## src/emst_pkg.sv

```systemverilog
package emst_pkg;
   // ----------------------------------------
   // register map
   // ----------------------------------------
   localparam logic [7:0] EMST_TIMING_ADDR = 8'hAF;
   localparam logic [7:0] EMST_TIMING_RESET = 8'hFF;
   localparam int EMST_SETUP_MSB = 7;
   localparam int EMST_SETUP_LSB = 6;
   localparam int EMST_WIDTH_MSB = 5;
   localparam int EMST_WIDTH_LSB = 2;
   localparam int EMST_HOLD_MSB = 1;
   localparam int EMST_HOLD_LSB = 0;
   // ----------------------------------------
   // configuration field
   // ----------------------------------------
   localparam int EMST_STYLE_BIT = 2;
   localparam logic [2:0] EMST_CFG_MUX_BANK = 3'h2;
   localparam logic [2:0] EMST_CFG_NMX_BANK = 3'h6;
   localparam logic [1:0] EMST_LATCH_RESET = 2'h3;
   // ----------------------------------------
   // one less than the five fixed cycles of an access
   // ----------------------------------------
   localparam logic [2:0] EMST_OVERHEAD = 3'h4;
   typedef enum logic [2:0] {EMST_IDLE, EMST_LHI, EMST_LLO, EMST_SETUP, EMST_STROBE, EMST_HOLD, EMST_TAIL} emst_state_e;
endpackage : emst_pkg

```

## src/emst_counter.sv

```systemverilog
`timescale 1ns/1ps
module emst_counter
   import emst_pkg::*;
#(
   parameter int W = 5
)
(
   input wire logic ref_clk,
   input wire logic rst,
   input wire logic load,
   input wire logic [W-1:0] value,
   output logic zero
);
   typedef struct packed {logic [W-1:0] cnt;} emst_cnt_s;
   emst_cnt_s st;
   emst_cnt_s next_st;
   always_comb
   begin
      next_st = st;
      if (load)
      begin
         next_st.cnt = value;
      end
      else if (st.cnt != '0)
      begin
         next_st.cnt = st.cnt - 1'b1;
      end
   end
   always_ff @(posedge ref_clk)
   begin
      if (rst)
      begin
         st <= '0;
      end
      else
      begin
         st <= next_st;
      end
   end
   assign zero = (st.cnt == '0);
endmodule : emst_counter

```

## src/emst_timing.sv

```systemverilog
`timescale 1ns/1ps
module emst_timing
   import emst_pkg::*;
(
   input wire logic ref_clk,
   input wire logic rst,
   input wire logic sfrWrite,
   input wire logic [7:0] sfrAddr,
   input wire logic [7:0] sfrWdata,
   output logic [7:0] sfrRdata,
   input wire logic [2:0] ext_bus_configuration,
   input wire logic [1:0] latchWidthCode,
   input wire logic [7:0] bankByte,
   input wire logic accReq,
   input wire logic accWrite,
   input wire logic accWide,
   input wire logic [15:0] accAddr,
   input wire logic [7:0] accWdata,
   output logic accBusy,
   output logic accDone,
   output logic [7:0] accRdata,
   output logic [7:0] addrHi,
   output logic addrHiOe,
   output logic [7:0] addrLo,
   output logic addrLoOe,
   output logic [7:0] dataOut,
   input wire logic [7:0] dataIn,
   output logic dataOe,
   output logic rdN,
   output logic wrN,
   output logic ale
);
   // ----------------------------------------
   // state
   // ----------------------------------------
   typedef struct packed {
      logic [7:0] ext_bus_timing_control;
      emst_state_e phase;
      logic mux;
      logic bankSel;
      logic isWrite;
      logic [15:0] addr;
      logic [7:0] wdata;
      logic [7:0] rdata;
      logic done;
      logic wide;
   } emst_state_s;
   emst_state_s st;
   emst_state_s next_st;
   logic cntLoad;
   logic [4:0] cntValue;
   logic cntZero;
   logic [1:0] addr_setup_cycles;
   logic [3:0] strobe_width_code;
   logic [1:0] addr_hold_cycles;
   logic bus_style_select;
   assign addr_setup_cycles = st.ext_bus_timing_control[EMST_SETUP_MSB:EMST_SETUP_LSB];
   assign strobe_width_code = st.ext_bus_timing_control[EMST_WIDTH_MSB:EMST_WIDTH_LSB];
   assign addr_hold_cycles = st.ext_bus_timing_control[EMST_HOLD_MSB:EMST_HOLD_LSB];
   assign bus_style_select = ext_bus_configuration[EMST_STYLE_BIT];
   // one shared down-counter times every phase except idle
   emst_counter #(.W(5)) u_cnt (
      .ref_clk(ref_clk),
      .rst(rst),
      .load(cntLoad),
      .value(cntValue),
      .zero(cntZero)
   );
   // ----------------------------------------
   // sequencer
   // ----------------------------------------
   always_comb
   begin
      next_st = st;
      next_st.done = 1'b0;
      cntLoad = 1'b0;
      cntValue = 5'h00;
      if (sfrWrite && sfrAddr == EMST_TIMING_ADDR)
      begin
         next_st.ext_bus_timing_control = sfrWdata;
      end
      unique case (st.phase)
         EMST_IDLE:
         begin
            if (accReq)
            begin
               next_st.mux = ~bus_style_select;
               next_st.bankSel = ~accWide && (ext_bus_configuration == EMST_CFG_MUX_BANK
                  || ext_bus_configuration == EMST_CFG_NMX_BANK);
               next_st.isWrite = accWrite;
               next_st.addr = accWide ? accAddr : {bankByte, accAddr[7:0]};
               next_st.wdata = accWdata;
               next_st.wide = accWide;
               cntLoad = 1'b1;
               if (~bus_style_select)
               begin
                  next_st.phase = EMST_LHI;
                  cntValue = {3'h0, latchWidthCode};
               end
               else
               begin
                  next_st.phase = EMST_SETUP;
                  cntValue = {3'h0, addr_setup_cycles};
               end
            end
         end
         EMST_LHI:
         begin
            if (cntZero)
            begin
               next_st.phase = EMST_LLO;
               cntLoad = 1'b1;
               cntValue = {3'h0, latchWidthCode};
            end
         end
         EMST_LLO:
         begin
            if (cntZero)
            begin
               next_st.phase = EMST_SETUP;
               cntLoad = 1'b1;
               cntValue = {3'h0, addr_setup_cycles};
            end
         end
         EMST_SETUP:
         begin
            if (cntZero)
            begin
               next_st.phase = EMST_STROBE;
               cntLoad = 1'b1;
               cntValue = {1'b0, strobe_width_code};
            end
         end
         EMST_STROBE:
         begin
            if (cntZero)
            begin
               next_st.rdata = dataIn;
               cntLoad = 1'b1;
               // a zero hold code skips the hold phase, so hold lasts exactly the code
               if (addr_hold_cycles == 2'h0)
               begin
                  next_st.phase = EMST_TAIL;
                  cntValue = {2'h0, EMST_OVERHEAD - 3'h2};
               end
               else
               begin
                  next_st.phase = EMST_HOLD;
                  cntValue = {3'h0, addr_hold_cycles - 2'h1};
               end
            end
         end
         EMST_HOLD:
         begin
            if (cntZero)
            begin
               next_st.phase = EMST_TAIL;
               cntLoad = 1'b1;
               // setup and strobe each carry one overhead cycle, the tail the other three
               cntValue = {2'h0, EMST_OVERHEAD - 3'h2};
            end
         end
         EMST_TAIL:
         begin
            if (cntZero)
            begin
               next_st.phase = EMST_IDLE;
               next_st.done = 1'b1;
            end
         end
      endcase
   end
   always_ff @(posedge ref_clk)
   begin
      if (rst)
      begin
         st <= '0;
         st.ext_bus_timing_control <= EMST_TIMING_RESET;
      end
      else
      begin
         st <= next_st;
      end
   end
   // ----------------------------------------
   // pins
   // ----------------------------------------
   logic active;
   logic lowShared;
   assign active = st.phase inside {EMST_LHI, EMST_LLO, EMST_SETUP, EMST_STROBE, EMST_HOLD};
   // in multiplexed mode the low byte rides the data pins only while latching
   assign lowShared = st.mux && st.phase == EMST_LHI;
   assign sfrRdata = (sfrAddr == EMST_TIMING_ADDR) ? st.ext_bus_timing_control : 8'h00;
   assign accBusy = st.phase != EMST_IDLE;
   assign accDone = st.done;
   assign accRdata = st.rdata;
   assign ale = st.phase == EMST_LHI;
   assign rdN = ~(st.phase == EMST_STROBE && ~st.isWrite);
   assign wrN = ~(st.phase == EMST_STROBE && st.isWrite);
   assign addrHi = st.addr[15:8];
   // unbanked 8-bit access leaves the upper pins with the port latches
   assign addrHiOe = active && (st.wide || st.bankSel);
   assign addrLo = st.addr[7:0];
   assign addrLoOe = active && ~st.mux;
   assign dataOut = lowShared ? st.addr[7:0] : st.wdata;
   // write data stays through hold; muxed pins carry address while latching
   assign dataOe = lowShared || (active && st.isWrite && st.phase != EMST_LHI
      && st.phase != EMST_LLO);
   // ----------------------------------------
   // checks
   // ----------------------------------------
   a_reset_timing: assert property (@(posedge ref_clk)
      $fell(rst) |-> st.ext_bus_timing_control == EMST_TIMING_RESET)
      else $error("timing register not all ones after reset");
   a_strobe_width: assert property (@(posedge ref_clk) disable iff (rst)
      $fell(rdN && wrN) && strobe_width_code == 4'h0 |=> (rdN && wrN))
      else $error("one-cycle strobe too long");
   a_strobe_min: assert property (@(posedge ref_clk) disable iff (rst)
      $fell(rdN && wrN) && strobe_width_code == 4'h1 |=> !(rdN && wrN) ##1 (rdN && wrN))
      else $error("two-cycle strobe wrong");
   a_setup_zero: assert property (@(posedge ref_clk) disable iff (rst)
      st.phase == EMST_IDLE && accReq && bus_style_select && addr_setup_cycles == 2'h0
      |=> ##1 st.phase == EMST_STROBE)
      else $error("zero setup not honoured");
   a_min_access: assert property (@(posedge ref_clk) disable iff (rst)
      st.phase == EMST_IDLE && accReq && bus_style_select && st.ext_bus_timing_control == 8'h00
      |=> ##5 accDone)
      else $error("shortest access not five cycles");
   a_ale_nonmux: assert property (@(posedge ref_clk) disable iff (rst) !st.mux && accBusy |-> !ale)
      else $error("latch strobe in non-multiplexed mode");
   a_ale_before: assert property (@(posedge ref_clk) disable iff (rst)
      $fell(ale) |-> rdN && wrN && !(dataOe && st.phase == EMST_LLO))
      else $error("data driven during latch low time");
   a_hold_data: assert property (@(posedge ref_clk) disable iff (rst)
      $rose(wrN) && addr_hold_cycles == 2'h1 |-> dataOe ##1 !dataOe)
      else $error("write data hold wrong");
   a_upper_pins: assert property (@(posedge ref_clk) disable iff (rst)
      addrHiOe |-> st.wide || ext_bus_configuration == EMST_CFG_MUX_BANK
      || ext_bus_configuration == EMST_CFG_NMX_BANK)
      else $error("upper pins driven without bank");
   a_order: assert property (@(posedge ref_clk) disable iff (rst)
      st.phase == EMST_STROBE |=> st.phase == EMST_STROBE
      || st.phase == (addr_hold_cycles == 2'h0 ? EMST_TAIL : EMST_HOLD))
      else $error("phase order broken");
   c_read: cover property (@(posedge ref_clk) $fell(rdN));
   c_write: cover property (@(posedge ref_clk) $fell(wrN));
   c_mux: cover property (@(posedge ref_clk) $rose(ale));
   c_bank: cover property (@(posedge ref_clk) st.bankSel && accBusy);
endmodule : emst_timing

```

## config.mk

```make
export PLATFORM = sky130hd
export DESIGN_NAME = emst_timing
export DESIGN_NICKNAME = d
export VERILOG_FILES = /design/src/emst_pkg.sv /design/src/emst_counter.sv /design/src/emst_timing.sv
export SDC_FILE = /design/constraint.sdc
export NUM_CORES = 1
export LEC_CHECK = 0
export ABC_AREA = 1
export BUFFER_PORTS_ARGS = -buffer_cell sky130_fd_sc_hd__buf_2
export CORE_UTILIZATION = 48
export CTS_BUF_LIST = sky130_fd_sc_hd__clkbuf_16
export DETAILED_ROUTE_END_ITERATION = 8
export PLACE_DENSITY = 0.76
export SLEW_MARGIN = 25
export SYNTH_ARGS = -nofsm -noshare
export SYNTH_HDL_FRONTEND = slang
export SYNTH_HIERARCHICAL = 1
export SYNTH_SLANG_ARGS = --single-unit
```

## constraint.sdc

```tcl
create_clock -name ref_clk -period 2.05 [get_ports ref_clk]
set_input_delay 0.41 -clock ref_clk [delete_from_list [all_inputs] [get_ports ref_clk]]
set_output_delay 0.41 -clock ref_clk [all_outputs]
set_load 0.05 [all_outputs]
```

==> results.cfg <==
[detailed_routing]
ant_nets = 0
wl_per_cell_um = 11.9
drc = 0
vias = 2853
drt-initial-drc-count = 162
first_pass_iters = 5
vias_per_cell = 4.89
wl_um = 6930

[synth]
yosys.area.top_type_share_pct = 37.9
synth.most_common_cell = nand2_1
yosysSeqAreaShare_pct = 37.9
synth_top_area_cell = dfxtp_1
ys_top_cells_by_area = dfxtp_1 38%, nand2_1 13%, nor2_1 7.6%
synthFlopType = dfxtp_1
synth_area_um2 = 2800
netlist_instances = 417
synth_warnings = 6
syn_nets = 487
yosysUniqueCellTypes = 31
synth-seq-cells = 53
synth-async-reset-ratio_pct = 0
synth_common_cells = 99 x nand2_1, 57 x nor2_1, 53 x dfxtp_1
syn_avg_cell_area_um2 = 6.72
synth_edf_count = 0

[placed_design]
gp_congestion = 0.915
numPortBuffers = 114
dp_hpwl_um = 5160
postPlaceCellArea_um2 = 3300

[cts]
cts_made_buffers = 5
htreeDepth = 2
cts_hold_buf = 0
clock_tree.buffer_depth = 2
path_clk_slew_ns = 0.07
cts-root-buf = clkbuf_16
cts_tree = yes
cts.sinks = 53
clk_latency_ns = 0.29

[cells_and_area]
nFillCells = 517
final_area_um2 = 3540
num_antenna_cells = 0
fin_nets = 581
drive_above_1_share_pct = 32.4
area_growth_pct = 26.4

[sta]
hold_violations = 0
rsz0062_at_grt = true
setup_viol = 0
timing.hold.ws_ns = 0.341
slew_violations = 0
tns_ns = 0
fin_skew_ns = 0.00545
min_period_ns = 1.96
post-route-period-util_pct = 95.7
fmax_mhz = 510

[global_route]
grt_max_degree = 38
track_usage_pct = 22.9
first_global_vias = 2543
grt_pass1_wl_um = 11200
antenna_found_initial = 0
overflow = 0

[hold_path]
hp-class = input port to register
hold_start = dataIn[7]
holdPathStages = 3
min_to = accRdata[7]$_SDFFE_PP0P_

[critical_path]
crit_arrival_ns = 1.55
max_stage_delay_ns = 0.39
cp_common_cell = inv_1
rr_startpoint = u_cnt/st[0]$_SDFFE_PP0P_
critical_path_peak_fanout = 7
cp-start-kind = register
endpoint_kind = output pin
required_ns = 1.64
cp_cell_sequence = inv_1 > nand2_1 > nor2_4 > inv_1 > nand3_1 > o21ai_2 > buf_6
crit_path_start = st[38]$_SDFFE_PP0P_
cp_num_buf_inv = 3
crit_type = register to output pin
critPathTopFamily = flip-flops
reg2reg_to = u_cnt/st[1]$_SDFFE_PP0P_
r2r_setup_slack_ns = 0.23
cp_slowest_cell = dfxtp_2
reg2reg_depth = 14

[floorplan]
die-width_um = 78.4
pin_count = 115
rows = 27
dieArea_um2 = 6140
die_h_um = 78.4
coreArea_um2 = 5570
start_util_pct = 50.2

[power_and_ir_drop]
leakagePower_nw = 1.85
p_total_mw = 4.56
p_per_area_nw_per_um2 = 1290
ir_drop_v = 0.000697

[status]
status = complete, no violations

[flow_run]
drv_cap = 0
worst register-to-register path, cell delays in order, from the launching register on:
cell and delay [ns]:
dfxtp_1 0.31, inv_1 0.14, ha_4 0.18, nand3_2 0.10, clkinv_2 0.09, clkinvlp_4 0.16, nor2_1 0.13, nand2_1 0.06
o21ai_0 0.08, nor2_1 0.07, nand2_1 0.07, nand2_1 0.05, o21ai_0 0.10, nand2_1 0.10, a21oi_2 0.13
timing repair:
item / 4_1_cts / 5_1_grt
setup buffers: 0 / 3
gates resized for setup: 12 / 8
endpoints found under the setup margin: 11 / 15
routing by layer:
layer / GRT usage (%) / vias up / routed length [µm]
met5: 0 / - / 0
met4: 7.59 / 0 / 82
met3: 4.42 / 7 / 329
met2: 40.0 / 81 / 3400
met1: 28.1 / 1263 / 3120
li1: - / 1502 / -
stage by stage:
stage / setup slack, ns / util, % / cells
6_report: 0.0881 / 63.5 / 584
4_1_cts: 0.0387 / 62.4 / 581
3_3_place_gp: 0.173 / 59.2 / 573
3_5_place_dp: 0.124 / 59.2 / 573
2_1_floorplan: 0.0107 / - / 417
5_1_grt: -0.0413 / 63.5 / 584
power breakdown:
group | internal, mW | switching, mW | total (mW) | leakage, nW
Combinational | 0.741 | 1.64 | 2.38 | 1.35
Clock | 0.452 | 0.378 | 0.831 | 0.0621
Sequential | 1.22 | 0.132 | 1.35 | 0.434
sequential cells by signal, indices dropped and copies added, names as in the netlist:
name and count:
accDone 1, accRdata 8, addrHi 8, addrLo 8, addr_hold_cycles 2, addr_setup_cycles 2, st 19, u_cnt/st 5
worst max-delay path by stage:
| stage | end | cells after the start |
|---|---|---|
| floorplan | dataOut[0] | 5 |
| global placement | dataOut[7] | 7 |
| detailed placement | dataOut[6] | 7 |
| CTS | dataOut[6] | 6 |
| global route | dataOe | 7 |
| finish | dataOe | 7 |
cells by family after synthesis:
kind of cell | share of synthesized area [%]
AND/OR/NAND/NOR | 31.8
buffers and inverters | 14.6
AO/OA/AOI/OAI | 13.9
flip-flops | 37.9
adder cells (fa/ha/maj) | 1.34
XOR/XNOR | 0.313
other | 0.134
layout by cell type, fill, tap and decap left out, types with 2 or more instances in the layout:
cell type   netlist  layout
nor2_2            4       4
buf_4            25      19
nor2_4            1       2
clkinvlp_4        0       4
a211oi_1          2       2
nand3_1          20      20
dfxtp_2           0       3
nor2_1           57      56
nand4_1          11      11
inv_1            34      33
dfxtp_1          53      50
a21oi_1          40      40
clkbuf_16         0       5
buf_2             5     105
nand3_2           3       3
inv_2             4       4
o21ai_0          22      22
nor3_1            5       5
ha_1              3       2
nand2_1          99      99
o21ai_2           0      10
cell type report:
class	instances	area, µm²	area share [%]
clock buffer	5	125	3.54
clock inverter	3	22.5	0.636
inverter	40	155	4.38
multi-input combinational	286	1400	39.6
sequential	53	1060	30.1
tap	72	90.1	2.55
timing repair buffer	125	679	19.2
Note: power is estimated with default switching activity, not from simulation.
